**src/cfg_pair_pkg.sv**
```systemverilog
// package for the configuration register pair: offsets, fields, timing
// assumes a 10 MHz core clock and a word-wide register access port
package cfg_pair_pkg;
  localparam logic [7:0] off_pin_bus = 8'h00_a6;
  localparam logic [7:0] off_clk_sleep = 8'h00_a8;
  localparam logic [31:0] reset_value = 32'h0000_0000;
  // writable bits of each register, the rest read as zero
  localparam logic [31:0] mask_pin_bus = 32'h0ff0_001f;
  localparam logic [31:0] mask_clk_sleep = 32'h7fff_ffff;
  // field positions
  localparam int monitor_bit = 27;
  localparam int addr_lsb = 20;
  localparam int drive_lsb = 3;
  localparam int pullup_bit = 2;
  localparam int range_lsb = 0;
  localparam int fmax_lsb = 16;
  localparam int sleep_lsb = 14;
  localparam int wd_int_lsb = 2;
  localparam int wd_en_bit = 4;
  localparam int wd_src_bit = 1;
  localparam int wd_act_bit = 0;
  // timing in own units, converted to 100 ns cycles
  localparam int clk_mhz = 10;
  localparam int sleep_us [4] = '{50, 200, 20000, 200000};
  localparam int wd_gpio_ms [4] = '{100, 200, 500, 1000};
  localparam int wd_bus_ms [4] = '{1000, 2000, 3000, 10000};
  localparam int us_cycles = clk_mhz;
  localparam int ms_cycles = clk_mhz * 1000;

  typedef struct packed {
    logic wr;
    logic rd;
    logic [7:0] addr;
    logic [31:0] wdata;
  } reg_req_t;
endpackage

```
**src/device_config_register_pair.sv**
```systemverilog
// configuration register pair with sleep timer, watchdog and speed duty
// assumes synchronous inputs and a single-cycle register access port
// assumes reads and writes arrive as one-cycle strobes on req
// long timer counts may be shortened by tick_scale for simulation
`timescale 1ns/1ps
module device_config_register_pair
  import cfg_pair_pkg::*;
#(
  // duty resolution and timer scaling
  parameter int duty_w = 16,
  parameter int tick_scale = 1 // divides long counts for simulation
) (
  // clock and reset
  input wire logic clk, // 10 MHz clock
  input wire logic resetn, // synchronous reset, active low

  // register access port, one-cycle strobes
  input wire reg_req_t req, // register read or write request

  // speed and watchdog inputs
  // watchdog tickles are one-cycle pulses
  input wire logic [14:0] freq_meas, // measured speed input frequency
  input wire logic freq_mode, // speed input is in frequency mode
  input wire logic speed_pin, // speed command pin level
  input wire logic tickle_gpio, // watchdog tickle pulse from pin
  input wire logic tickle_bus, // watchdog tickle pulse from bus
  input wire logic fault_clear, // clears a latched watchdog fault

  // read return
  output logic [31:0] rdata, // read data
  output logic rvalid, // read data valid pulse

  // first register fields, driven from flops
  output logic monitor_output_pin_en, // analog monitor enable
  output logic [6:0] target_addr, // serial-bus target address
  output logic [1:0] drive_code, // serial-bus pin drive strength
  output logic pullup_en, // fault and feedback pull-ups
  output logic [1:0] dc_supply_range, // max dc supply code

  // derived controls
  output logic [duty_w-1:0] duty, // commanded duty, full = all ones
  output logic sleep_req, // sleep entry request
  output logic wd_fault, // watchdog fault report
  output logic outputs_hiz // power stage held in high impedance
);
  // refuse widths the divider and outputs cannot serve
  initial begin
    if (duty_w < 1 || duty_w > 32 || tick_scale < 1)
      $error("unsupported parameters");
  end

  // all state of the block in one record
  typedef struct packed {
    // register images
    logic [31:0] cfg1;
    logic [31:0] cfg2;
    // read return
    logic [31:0] rdata;
    logic rvalid;
    // timers, in clk cycles
    logic [31:0] low_cnt;
    logic [31:0] wd_cnt;
    // derived controls
    logic [duty_w-1:0] duty;
    logic sleep;
    logic fault;
    logic hiz;
  } state_t;

  // registered state and its next value
  state_t q, next_q;
  // limits and quotient from the current setup
  logic [31:0] sleep_lim, wd_lim;
  logic [31:0] quot;

  // sleep limit in cycles from the entry time code
  // counts are in 100 ns cycles of clk
  // hazard: a zero limit makes sleep follow a single low cycle
  always_comb begin
    sleep_lim = 32'(sleep_us[q.cfg2[sleep_lsb+:2]] * us_cycles
                / tick_scale);
  end

  // watchdog limit; bit 1 picks the pin or the bus interval
  // the bus intervals are ten times longer than the pin ones, except code 2 (3000 ms against 500 ms)
  always_comb begin
    if (q.cfg2[wd_src_bit])
      wd_lim = 32'(wd_gpio_ms[q.cfg2[wd_int_lsb+:2]] * ms_cycles
               / tick_scale);
    else
      wd_lim = 32'(wd_bus_ms[q.cfg2[wd_int_lsb+:2]] * ms_cycles
               / tick_scale);
  end

  // duty quotient; a zero full scale reads as saturated
  // shift first so the fraction keeps duty_w bits
  always_comb begin
    if (q.cfg2[fmax_lsb+:15] == 15'h0000)
      quot = 32'hffff_ffff;
    else
      quot = ({17'h0_0000, freq_meas} << duty_w)
             / {17'h0_0000, q.cfg2[fmax_lsb+:15]};
  end

  // next state
  // everything is computed from q and the inputs of this cycle
  always_comb begin
    next_q = q;

    // read strobe becomes the valid pulse one cycle later
    next_q.rvalid = req.rd;
    // read data holds until the next read
    if (req.rd) begin
      // unmapped offsets answer zero
      case (req.addr)
        off_pin_bus: next_q.rdata = q.cfg1;
        off_clk_sleep: next_q.rdata = q.cfg2;
        default: next_q.rdata = 32'h0000_0000;
      endcase
    end

    // writes keep only the writable bits; a read in the same cycle
    // still returns the old word
    if (req.wr && req.addr == off_pin_bus)
      next_q.cfg1 = req.wdata & mask_pin_bus;
    if (req.wr && req.addr == off_clk_sleep)
      next_q.cfg2 = req.wdata & mask_clk_sleep;

    // duty saturates when input exceeds full scale
    // outside frequency mode the last duty is kept
    if (freq_mode) begin
      if (quot >= (33'h1_0000_0000 >> (32 - duty_w)))
        next_q.duty = '1;
      else
        next_q.duty = quot[duty_w-1:0];
    end

    // sleep timer on continuous low speed pin
    // the count stops one below the limit so it cannot wrap
    if (speed_pin) begin
      next_q.low_cnt = 32'h0000_0000;
      next_q.sleep = 1'b0;
    end else if (q.low_cnt + 32'h0000_0001 >= sleep_lim) begin
      next_q.sleep = 1'b1;
    end else begin
      next_q.low_cnt = q.low_cnt + 32'h0000_0001;
    end

    // external watchdog
    // a tickle or a disabled watchdog restarts the count
    // report mode drops the report on a fresh tickle
    if (!q.cfg2[wd_en_bit] ||
        (q.cfg2[wd_src_bit] ? tickle_gpio : tickle_bus)) begin
      next_q.wd_cnt = 32'h0000_0000;
      if (!q.cfg2[wd_act_bit])
        next_q.fault = 1'b0;
    end else if (q.wd_cnt + 32'h0000_0001 >= wd_lim) begin
      // a miss restarts the count so a later miss is seen too
      next_q.wd_cnt = 32'h0000_0000;
      next_q.fault = 1'b1;
      next_q.hiz = q.cfg2[wd_act_bit];
    end else begin
      next_q.wd_cnt = q.wd_cnt + 32'h0000_0001;
    end

    // latched fault cleared by request; a new miss wins
    // clearing and missing in one cycle leaves the fault set only if it was clear before that cycle
    if (fault_clear && !(next_q.fault && !q.fault)) begin
      next_q.fault = 1'b0;
      next_q.hiz = 1'b0;
    end
  end

  // state register
  // synchronous reset; register images are named to show their value
  always_ff @(posedge clk) begin
    if (!resetn) begin
      q <= '0;
      q.cfg1 <= reset_value;
      q.cfg2 <= reset_value;
    end else begin
      q <= next_q;
    end
  end

  // read port
  assign rdata = q.rdata;
  assign rvalid = q.rvalid;

  // first register fields straight from the flops
  assign monitor_output_pin_en = q.cfg1[monitor_bit];
  assign target_addr = q.cfg1[addr_lsb+:7];
  assign drive_code = q.cfg1[drive_lsb+:2];
  assign pullup_en = q.cfg1[pullup_bit];
  assign dc_supply_range = q.cfg1[range_lsb+:2];

  // derived controls, also registered
  assign duty = q.duty;
  assign sleep_req = q.sleep;
  assign wd_fault = q.fault;
  assign outputs_hiz = q.hiz;
endmodule

```
**config.mk**
```make
export PLATFORM = sky130hd
export DESIGN_NAME = device_config_register_pair
export DESIGN_NICKNAME = d
export VERILOG_FILES = /design/src/cfg_pair_pkg.sv /design/src/device_config_register_pair.sv
export SDC_FILE = /design/constraint.sdc
export NUM_CORES = 1
export LEC_CHECK = 0
export BUFFER_PORTS_ARGS = -buffer_cell sky130_fd_sc_hd__buf_2
export CORE_MARGIN = 2
export CORE_UTILIZATION = 35
export DETAILED_ROUTE_END_ITERATION = 8
export PLACE_DENSITY_LB_ADDON = 0.08
export SETUP_SLACK_MARGIN = 0.5
export SLEW_MARGIN = 10
export SYNTH_ARGS = -nofsm -noshare
export SYNTH_HDL_FRONTEND = slang
export SYNTH_SLANG_ARGS = --single-unit
export TNS_END_PERCENT = 30
```
**constraint.sdc**
```tcl
create_clock -name clk -period 146.7 [get_ports clk]
set_input_delay 36.675 -clock clk [delete_from_list [all_inputs] [get_ports clk]]
set_output_delay 36.675 -clock clk [all_outputs]
set_load 0.02 [all_outputs]
```
**Word-level counts from Yosys, hierarchy flattened**

Index checks and enable logic that the tools add are counted.

- Register bits: 160
- Bits of input ports: 64
- Output and inout bits: 65
- Logic and storage cells: 57

- Add/subtract/negate cells: 2
- $mul: 3
- Div/mod/pow operators: 1
- Order comparisons: 5
- Equality and inequality tests: 2
- Multiplexer cells: 17
- Bitwise operators: 4
- Reductions and logical operators: 13

Operator list:

| kind | count |
|---|---|
| $mux 32 | 8 |
| $bmux 32 s2 | 3 |
| $add 32x1->32 const B | 2 |
| $ge 32x32->1 | 2 |
| $mul 32x11->28 const B | 2 |
| $pmux 31 s2 | 1 |
| $div 31x15->32 | 1 |
| $ge 32x17->1 const B | 1 |
| $mul 32x4->31 const B | 1 |
| $eq 8x8->1 const B | 2 |
| $mux 16 | 1 |
| $logic_not 15->1 | 1 |
| $ge 3x3->1 const B | 2 |
| $not 2->3 | 2 |
| $logic_and 1x1->1 | 4 |
| $reduce_or 2->1 | 2 |
| $logic_not 1->1 | 3 |
| $mux 1 | 3 |
| $reduce_or 3->1 | 1 |
| $mux 2 | 1 |
| $not 1->1 | 2 |
| $reduce_and 2->1 | 1 |
| $logic_or 1x1->1 | 1 |

**Logic depth before layout (Yosys ltp)**

Gate-level depths: netlist (run 1).

- Depth in word-level cells: 13
- Mapped depth: 464
- Gate-level depth less buffers: 426

**Worst setup path after synthesis (run 1)**

No wires, ideal clock.

- Kind: input to register
- From: input port freq_meas[14]
- To: register q, in the netlist duty[0]
- Setup time: 143 ps
- Data arrival time: 120,227 ps
- Required time: 146,557 ps
- Slack: 26,330 ps
- Stages: 444
- Path buffers: 41
- Path through: clkbuf_1 ha_1 o21ai_0 a21oi_1 nand2_1 nand2_1 o21ai_0 ha_1 o21a_1 or4b_1 nand3_1 nor2_1 ha_1 or3_1 o221ai_2 nor3_1 or2_2 ha_1 [... 408 more ...] o21a_1 o21ai_0 nand2b_1 a21o_1 a211o_1 nor4b_2 nand4_1 buf_4 mux2_1 ha_1 a21o_1 a21o_1 a21oi_1 o21ai_0 a41oi_1 o2111ai_1 a311oi_1 a41oi_1

- Longest elaborated chain between the ends: 4

Ends and longest elaborated chain:

| item | line | text |
|---|---|---|
| start: declaration | device_config_register_pair.sv:22 | `input wire logic [14:0] freq_meas,` |
| $div 31x15->32 (*) | device_config_register_pair.sv:102 | `/ {17'h0_0000, q.cfg2[fmax_lsb+:15]};` |
| $mux 32 (*) | device_config_register_pair.sv:98 | `if (q.cfg2[fmax_lsb+:15] == 15'h0000)` |
| $ge 32x17->1 | device_config_register_pair.sv:132 | `if (quot >= (33'h1_0000_0000 >> (32 - duty_w)))` |
| $mux 16 (*) | device_config_register_pair.sv:132 |  |
| end signal: assignment | device_config_register_pair.sv:182 | `q <= next_q;` |
| end: declaration | device_config_register_pair.sv:71 | `state_t q, next_q;` |

Mark *: on every way between the ends. The rest lies on a longest branch, timed or not.
A chain may end at the register's enable or synchronous reset.

**Worst setup path in the final report (run 1)**

Same ends and word-level chain as after synthesis.

==> summary.md, run 1 <==
| Metric | Value |
|---|---|
| Status | complete, no violations |
| Clock Skew | 0.0510 ns |
| Unrepaired setup endpoints after global routing | no |
| IO Pins | 129 |
| Min Clock Period, post-route | 133.93 ns |
| Initial Util | 35.2% |
| Primary FF master, synth | dfxtp_1 |
| Synth top area share | 16.3% |
| Core Area | 96400 um^2 |
| Ys async rst share | 0% |
| Post-synth EDFFs | 0 |
| # port buffers | 126 |
| Routed via count | 33473 |
| Synth top area cells | ha_1, dfxtp_1, a21oi_1 |
| Final worst-path cycle share | 91.3% |
| Placed insts | 5921 |
| Crit Path Class | in -> reg |
| FF-to-FF Start | q[146] |
| GRT overflow | 0 |
| CP max FO | 39 |
| Hold wc startpoint | sleep_req |
| Worst-margin pin slew | 1.13 ns |
| Resized Gates After CTS | 0 |
| Worst slew margin relative to its limit | 24.6% |
| FF+latch count, synth | 159 |
| Worst-skew pair later-pin latency | 0.50 ns |
| Number of setup violations in the final report | 0 |
| Number of post-CTS setup repair buffers | 0 |
| Worst setup path startpoint | freq_meas[14] |
| Max_cap viols | 0 |
| # DRC | 0 |
| TritonCTS buffer count | 17 |
| Cts hold-fix bufs | 0 |
| H-tree depth | 4 |
| Layout cells sized above 1 | 9.49% |
| Routed Wire Length | 110 mm |
| Largest net degree at the start of global routing | 64 |
| Initial antenna violation count | 13 |
| Final ANT Viol Nets | 0 |
| Critical Path AT | 134.26 ns |
| Max Transition Viols Final | 0 |
| CTS Sinks | 159 |
| CP Capture Type | flip-flop |
| Global-route wire length before repair | 175 mm |
| GP Congestion | 0.875 |
| CP Launch Type | primary input |
| Fillers | 10358 |
| Worst path max stage delay | 0.76 ns |
| WL/cell | 18.5 um |
| Die H | 315 um |
| Area growth, synth to finish | 6.41% |
| Tot GR Track Use | 21.7% |
| Std-Cell Rows | 114 |
| Detailed placement HPWL | 86.2 mm |
| Vias in the first global route | 31841 |
| Die W | 315 um |
| CP max-delay cell | o31ai_1 |
| First-pass DRT Iterations | 5 |
| Die area | 99400 um^2 |
| Largest area contributor in the netlist | ha_1 |
| Setup total negative slack | 0 ns |
| CTS root buf | clkbuf_16 |
| CTS tree | yes |
| Hold Fails Final Rpt | 0 |
| Post-Layout Cell Count | 5955 |
| Cell count after synthesis | 4672 |
| Critical path required time | 147.03 ns |
| F_max | 7.47 MHz |
| Iter 0 DRT Violations | 1997 |
| Unique masters post-synth | 143 |
| Seq/Total Area, Yosys | 9.38% |
| Worst-path clk slew | 0.07 ns |
| Mapped Area | 33900 um^2 |
| Vias/cell | 5.62 |
| Nets | 5171 |
| Clock tree buffer depth | 2 |
| Hold crit path type | reg -> reg |
| Most used cell, CP | o21a_1 |
| Syn. warnings | 0 |
| Syn Area/Cell | 7.26 um^2 |
[critical path: cells and delay by family]
kind	cells	cell delay (ns)
mux	9	2.96
fa+ha+maj	32	10.73
compound gates	244	56.37
buf+inv	22	5.01
simple gates	109	22.20
[Yosys cell counts, drive strengths merged (48+ instances only)]
master and number:
nand2 442, ha 441, nor2 418, a21oi 358, o21ai 248, xnor2 196, a21o 176, nor3 163
dfxtp 159, o21a 154, nand3 145, inv 143, xor2 131, clkbuf 112, nand2b 105, buf 99
a21boi 86, mux2 78, and2 72, and3 72, nor2b 69, nand4 62, o31ai 58, or2 56
a31oi 51, mux2i 48
[flip-flops by register name, summed over array words and instances (netlist names), 2 cells and up]
name	cells
q	95
rdata	31
duty	16
target_addr	7
dc_supply_range	2
drive_code	2
[final timing paths]
kind,endpoint,slack [ns],cells past startpoint
setup / recovery,duty[0],12.77,416
hold / removal,sleep_req,0.45,2
setup reg to reg,duty[0],48.05,415
hold reg to reg,sleep_req,0.45,2
[cell usage in the layout (no fill, tap or decap), types with 82 or more instances in the layout]
master and n:
o21ai_0 237, xnor2_1 194, nand2_1 440, o21a_1 154, nor2_1 414, dfxtp_1 158
a21boi_0 82, nand3_1 142, ha_1 441, nand2b_1 104, inv_1 139, xor2_1 131
nor3_1 157, a21oi_1 352, buf_2 125, a21o_1 176
[through the flow]
stage | hold WS (ns) | instance area (um^2) | worst slack, ns | util [%]
floorplan | 0.444 | 33900 | 26.33 | -
global placement | 0.434 | 35500 | 12.64 | 36.8
global route | 0.482 | 36100 | 4.66 | 37.4
detailed placement | 0.441 | 35500 | 12.87 | 36.8
finish | 0.446 | 36100 | 12.77 | 37.4
CTS | 0.452 | 36100 | 12.98 | 37.4
[area by class of cell]
cell class | count | area, um^2 | share of cell area, %
Multi-Input combinational cell | 4163 | 29200 | 80.8
Sequential cell | 159 | 3180 | 8.82
Tap cell | 1276 | 1600 | 4.42
Timing Repair Buffer | 179 | 1030 | 2.86
Inverter | 144 | 541 | 1.50
Clock buffer | 17 | 425 | 1.18
Clock inverter | 15 | 145 | 0.402
Antenna cell | 2 | 5.00 | 0.0139
[per-layer routing]
metal  vias up  global-route usage (%)  share of wire, %
met1     15582                    30.5                50
met5         -                       0             0.031
met3        68                    1.82               3.9
met4         6                    3.38               1.1
li1      17293                       -                 -
met2       524                    36.4                45
[cells by family (layout without fill, tap and decap cells)]
| logic type | after synthesis | count (layout) | share of synthesized area (%) |
|---|---|---|---|
| and+or+nand+nor | 1757 | 1757 | 26.1 |
| AOI/OAI and AO/OA | 1503 | 1503 | 30.7 |
| adders and majority gates | 443 | 443 | 16.4 |
| buffers and inverters | 355 | 355 | 4.82 |
| xor gates and xnor gates | 328 | 328 | 8.55 |
| DFF | 159 | 159 | 9.38 |
| muxes | 126 | 126 | 4.05 |
| other | 1 | 8 | 0.0111 |
Power of run 1 is left out: the tool's default activity adds up to more than one toggle a clock period on the data nets, which glitch-free logic cannot reach.
==> inputs of run 2 (changes only) <==
--- a/config.mk
+++ b/config.mk
@@ -10,6 +10,7 @@
 export CORE_UTILIZATION = 35
 export DETAILED_ROUTE_END_ITERATION = 8
 export PLACE_DENSITY_LB_ADDON = 0.08
+export RECOVER_POWER = 50
 export SETUP_SLACK_MARGIN = 0.5
 export SLEW_MARGIN = 10
 export SYNTH_ARGS = -nofsm -noshare
==> constraint.sdc (replaced) <==
create_clock -name clk -period 160.1 [get_ports clk]
set_input_delay 40.025 -clock clk [delete_from_list [all_inputs] [get_ports clk]]
set_output_delay 40.025 -clock clk [all_outputs]
set_load 0.02 [all_outputs]
==> summary.md, run 2 (synthesis gave the netlist of run 1 again) <==
| Metric | Value |
|---|---|
| Status | finished with violations |
| Failing checks | max-capacitance violations, max-slew violations |
| Tot GR Track Use | 21.7% (about the same) |
| CP max FO | 39 (unchanged) |
| Routed Wire Length | 110 mm (+0.15%) |
| Final worst-path cycle share | 85.9% |
| CP max-delay cell | o31ai_1 |
| Std-Cell Rows | 114 (unchanged) |
| Commonest non-fill, non-tap cell in the layout | ha_1 |
| Nets | 5171 (unchanged) |
| Global-route wire length before repair | 175 mm (-0.36%) |
| Vias/cell | 5.62 (about the same) |
| Worst-margin pin slew | 2.22 ns (+1.09 ns) |
| Vias in the first global route | 31745 (-0.30%) |
| Final critical-path setup slack | 22.63 ns (+9.86 ns) |
| Diodes inserted | 0 (-2) |
| Max Transition Viols Final | 99 (+99) |
| Number of post-CTS setup repair buffers | 0 (unchanged) |
| CTS tree | yes |
| Clock Skew | 0.0492 ns (-0.00174 ns) |
| Cts hold-fix bufs | 0 (unchanged) |
| # DRC | 0 (unchanged) |
| Resized Gates After CTS | 0 (unchanged) |
| Clock tree buffer depth | 2 (unchanged) |
| Die H | 315 um (unchanged) |
| Delay-heaviest family, CP | compound AO/OA/AOI/OAI gates |
| CTS Sinks | 159 (unchanged) |
| TritonCTS buffer count | 17 (unchanged) |
| Worst slew margin relative to its limit | -47.9% (-72 points) |
| Die W | 315 um (unchanged) |
| Setup total negative slack | 0 ns (unchanged) |
| CP Capture Type | flip-flop |
| Critical Path AT | 137.79 ns (+3.53 ns) |
| Worst-skew pair later-pin latency | 0.50 ns (about the same) |
| Hold Fails Final Rpt | 0 (unchanged) |
| Min Clock Period, post-route | 137.47 ns |
| Largest reg by FF count | q |
| CTS root buf | clkbuf_16 |
| IO Pins | 129 (unchanged) |
| First-pass DRT Iterations | 5 (unchanged) |
| Final ANT Viol Nets | 0 (unchanged) |
| Worst-path clk slew | 0.07 ns (about the same) |
| Crit path buf inv count | 22 (unchanged) |
| Core Area | 96400 um^2 (unchanged) |
| Initial antenna violation count | 8 (-5) |
| Commonest cells after routing, fill and taps aside | ha_1, nand2_1, nor2_1, a21oi_1, o21ai_0 |
| Crit Path Class | in -> reg |
| GP Congestion | 0.875 (+0.10%) |
| WL/cell | 18.5 um (+0.19%) |
| Initial Util | 35.2% (unchanged) |
| Die area | 99400 um^2 (unchanged) |
| Area growth, synth to finish | 6.26% |
| Max FFs per register | 95 (unchanged) |
| Routed via count | 33459 (-0.042%) |
| H-tree depth | 4 (unchanged) |
| Unrepaired setup endpoints after global routing | no |
| Fillers | 10332 (-0.25%) |
| Max_cap viols | 2 (+2) |
| Number of setup violations in the final report | 0 (unchanged) |
| Layout cells sized above 1 | 8.06% (-1.4 points) |
| Hold crit path type | reg -> reg |
| # port buffers | 126 (unchanged) |
| Setup WS pre-CTS | 22.95 ns (+10.08 ns) |
| Most used cell, CP | o21a_1 |
| Largest net degree at the start of global routing | 64 (unchanged) |
| Worst path max stage delay | 0.76 ns (about the same) |
| Iter 0 DRT Violations | 1738 (-13%) |
| F_max | 7.27 MHz |
| Critical path required time | 160.43 ns (+13.40 ns) |
| CP Launch Type | primary input |
| Detailed placement HPWL | 86.1 mm (-0.11%) |
| GRT overflow | 0 (unchanged) |
==> run 2: layout make-up <==
| cell class | instances | area, um^2 | area share [%] |
|---|---|---|---|
| Clock buffer | 17 | 425 | 1.18 |
| Inverter | 144 | 541 | 1.50 |
| Timing Repair Buffer | 179 | 940 | 2.61 |
| Multi-Input combinational cell | 4163 | 29200 | 80.9 |
| Sequential cell | 159 | 3180 | 8.83 |
| Clock inverter | 15 | 189 | 0.524 |
| Tap cell | 1276 | 1600 | 4.43 |
==> run 2: worst paths after layout <==
kind / from / to / slack [ns] / depth (start not counted)
min: sleep_req / sleep_req / 0.45 / 2
min reg2reg: sleep_req / sleep_req / 0.45 / 2
max reg2reg: q[146] / duty[0] / 61.22 / 414
max: freq_meas[14] / duty[0] / 22.63 / 415
==> run 2: tightest hold or removal path, stage by stage, from the launching register on <==
cell and delay (ns):
dfxtp_1 0.31, inv_1 0.05, a21oi_1 0.05
==> run 2: layer usage <==
layer | routed length [um] | up-vias | track usage (%)
li1 | - | 17312 | -
met1 | 54200 | 15530 | 29.7
met2 | 49700 | 526 | 36.3
met3 | 4620 | 87 | 2.73
met4 | 1930 | 4 | 4.64
met5 | 23 | - | 0
==> run 2: metrics by stage <==
step / std cells / instance area (um^2) / hold slack (ns) / utilization, %
after detailed placement: 5921 / 35500 / 0.437 / 36.8
after global placement: 5921 / 35500 / 0.435 / 36.8
after global routing: 5953 / 36000 / 0.468 / 37.4
after floorplan: 4677 / 33900 / 0.444 / -
final: 5953 / 36000 / 0.448 / 37.4
after CTS: 5953 / 36100 / 0.449 / 37.5
Power of run 2 is left out for the same reason.
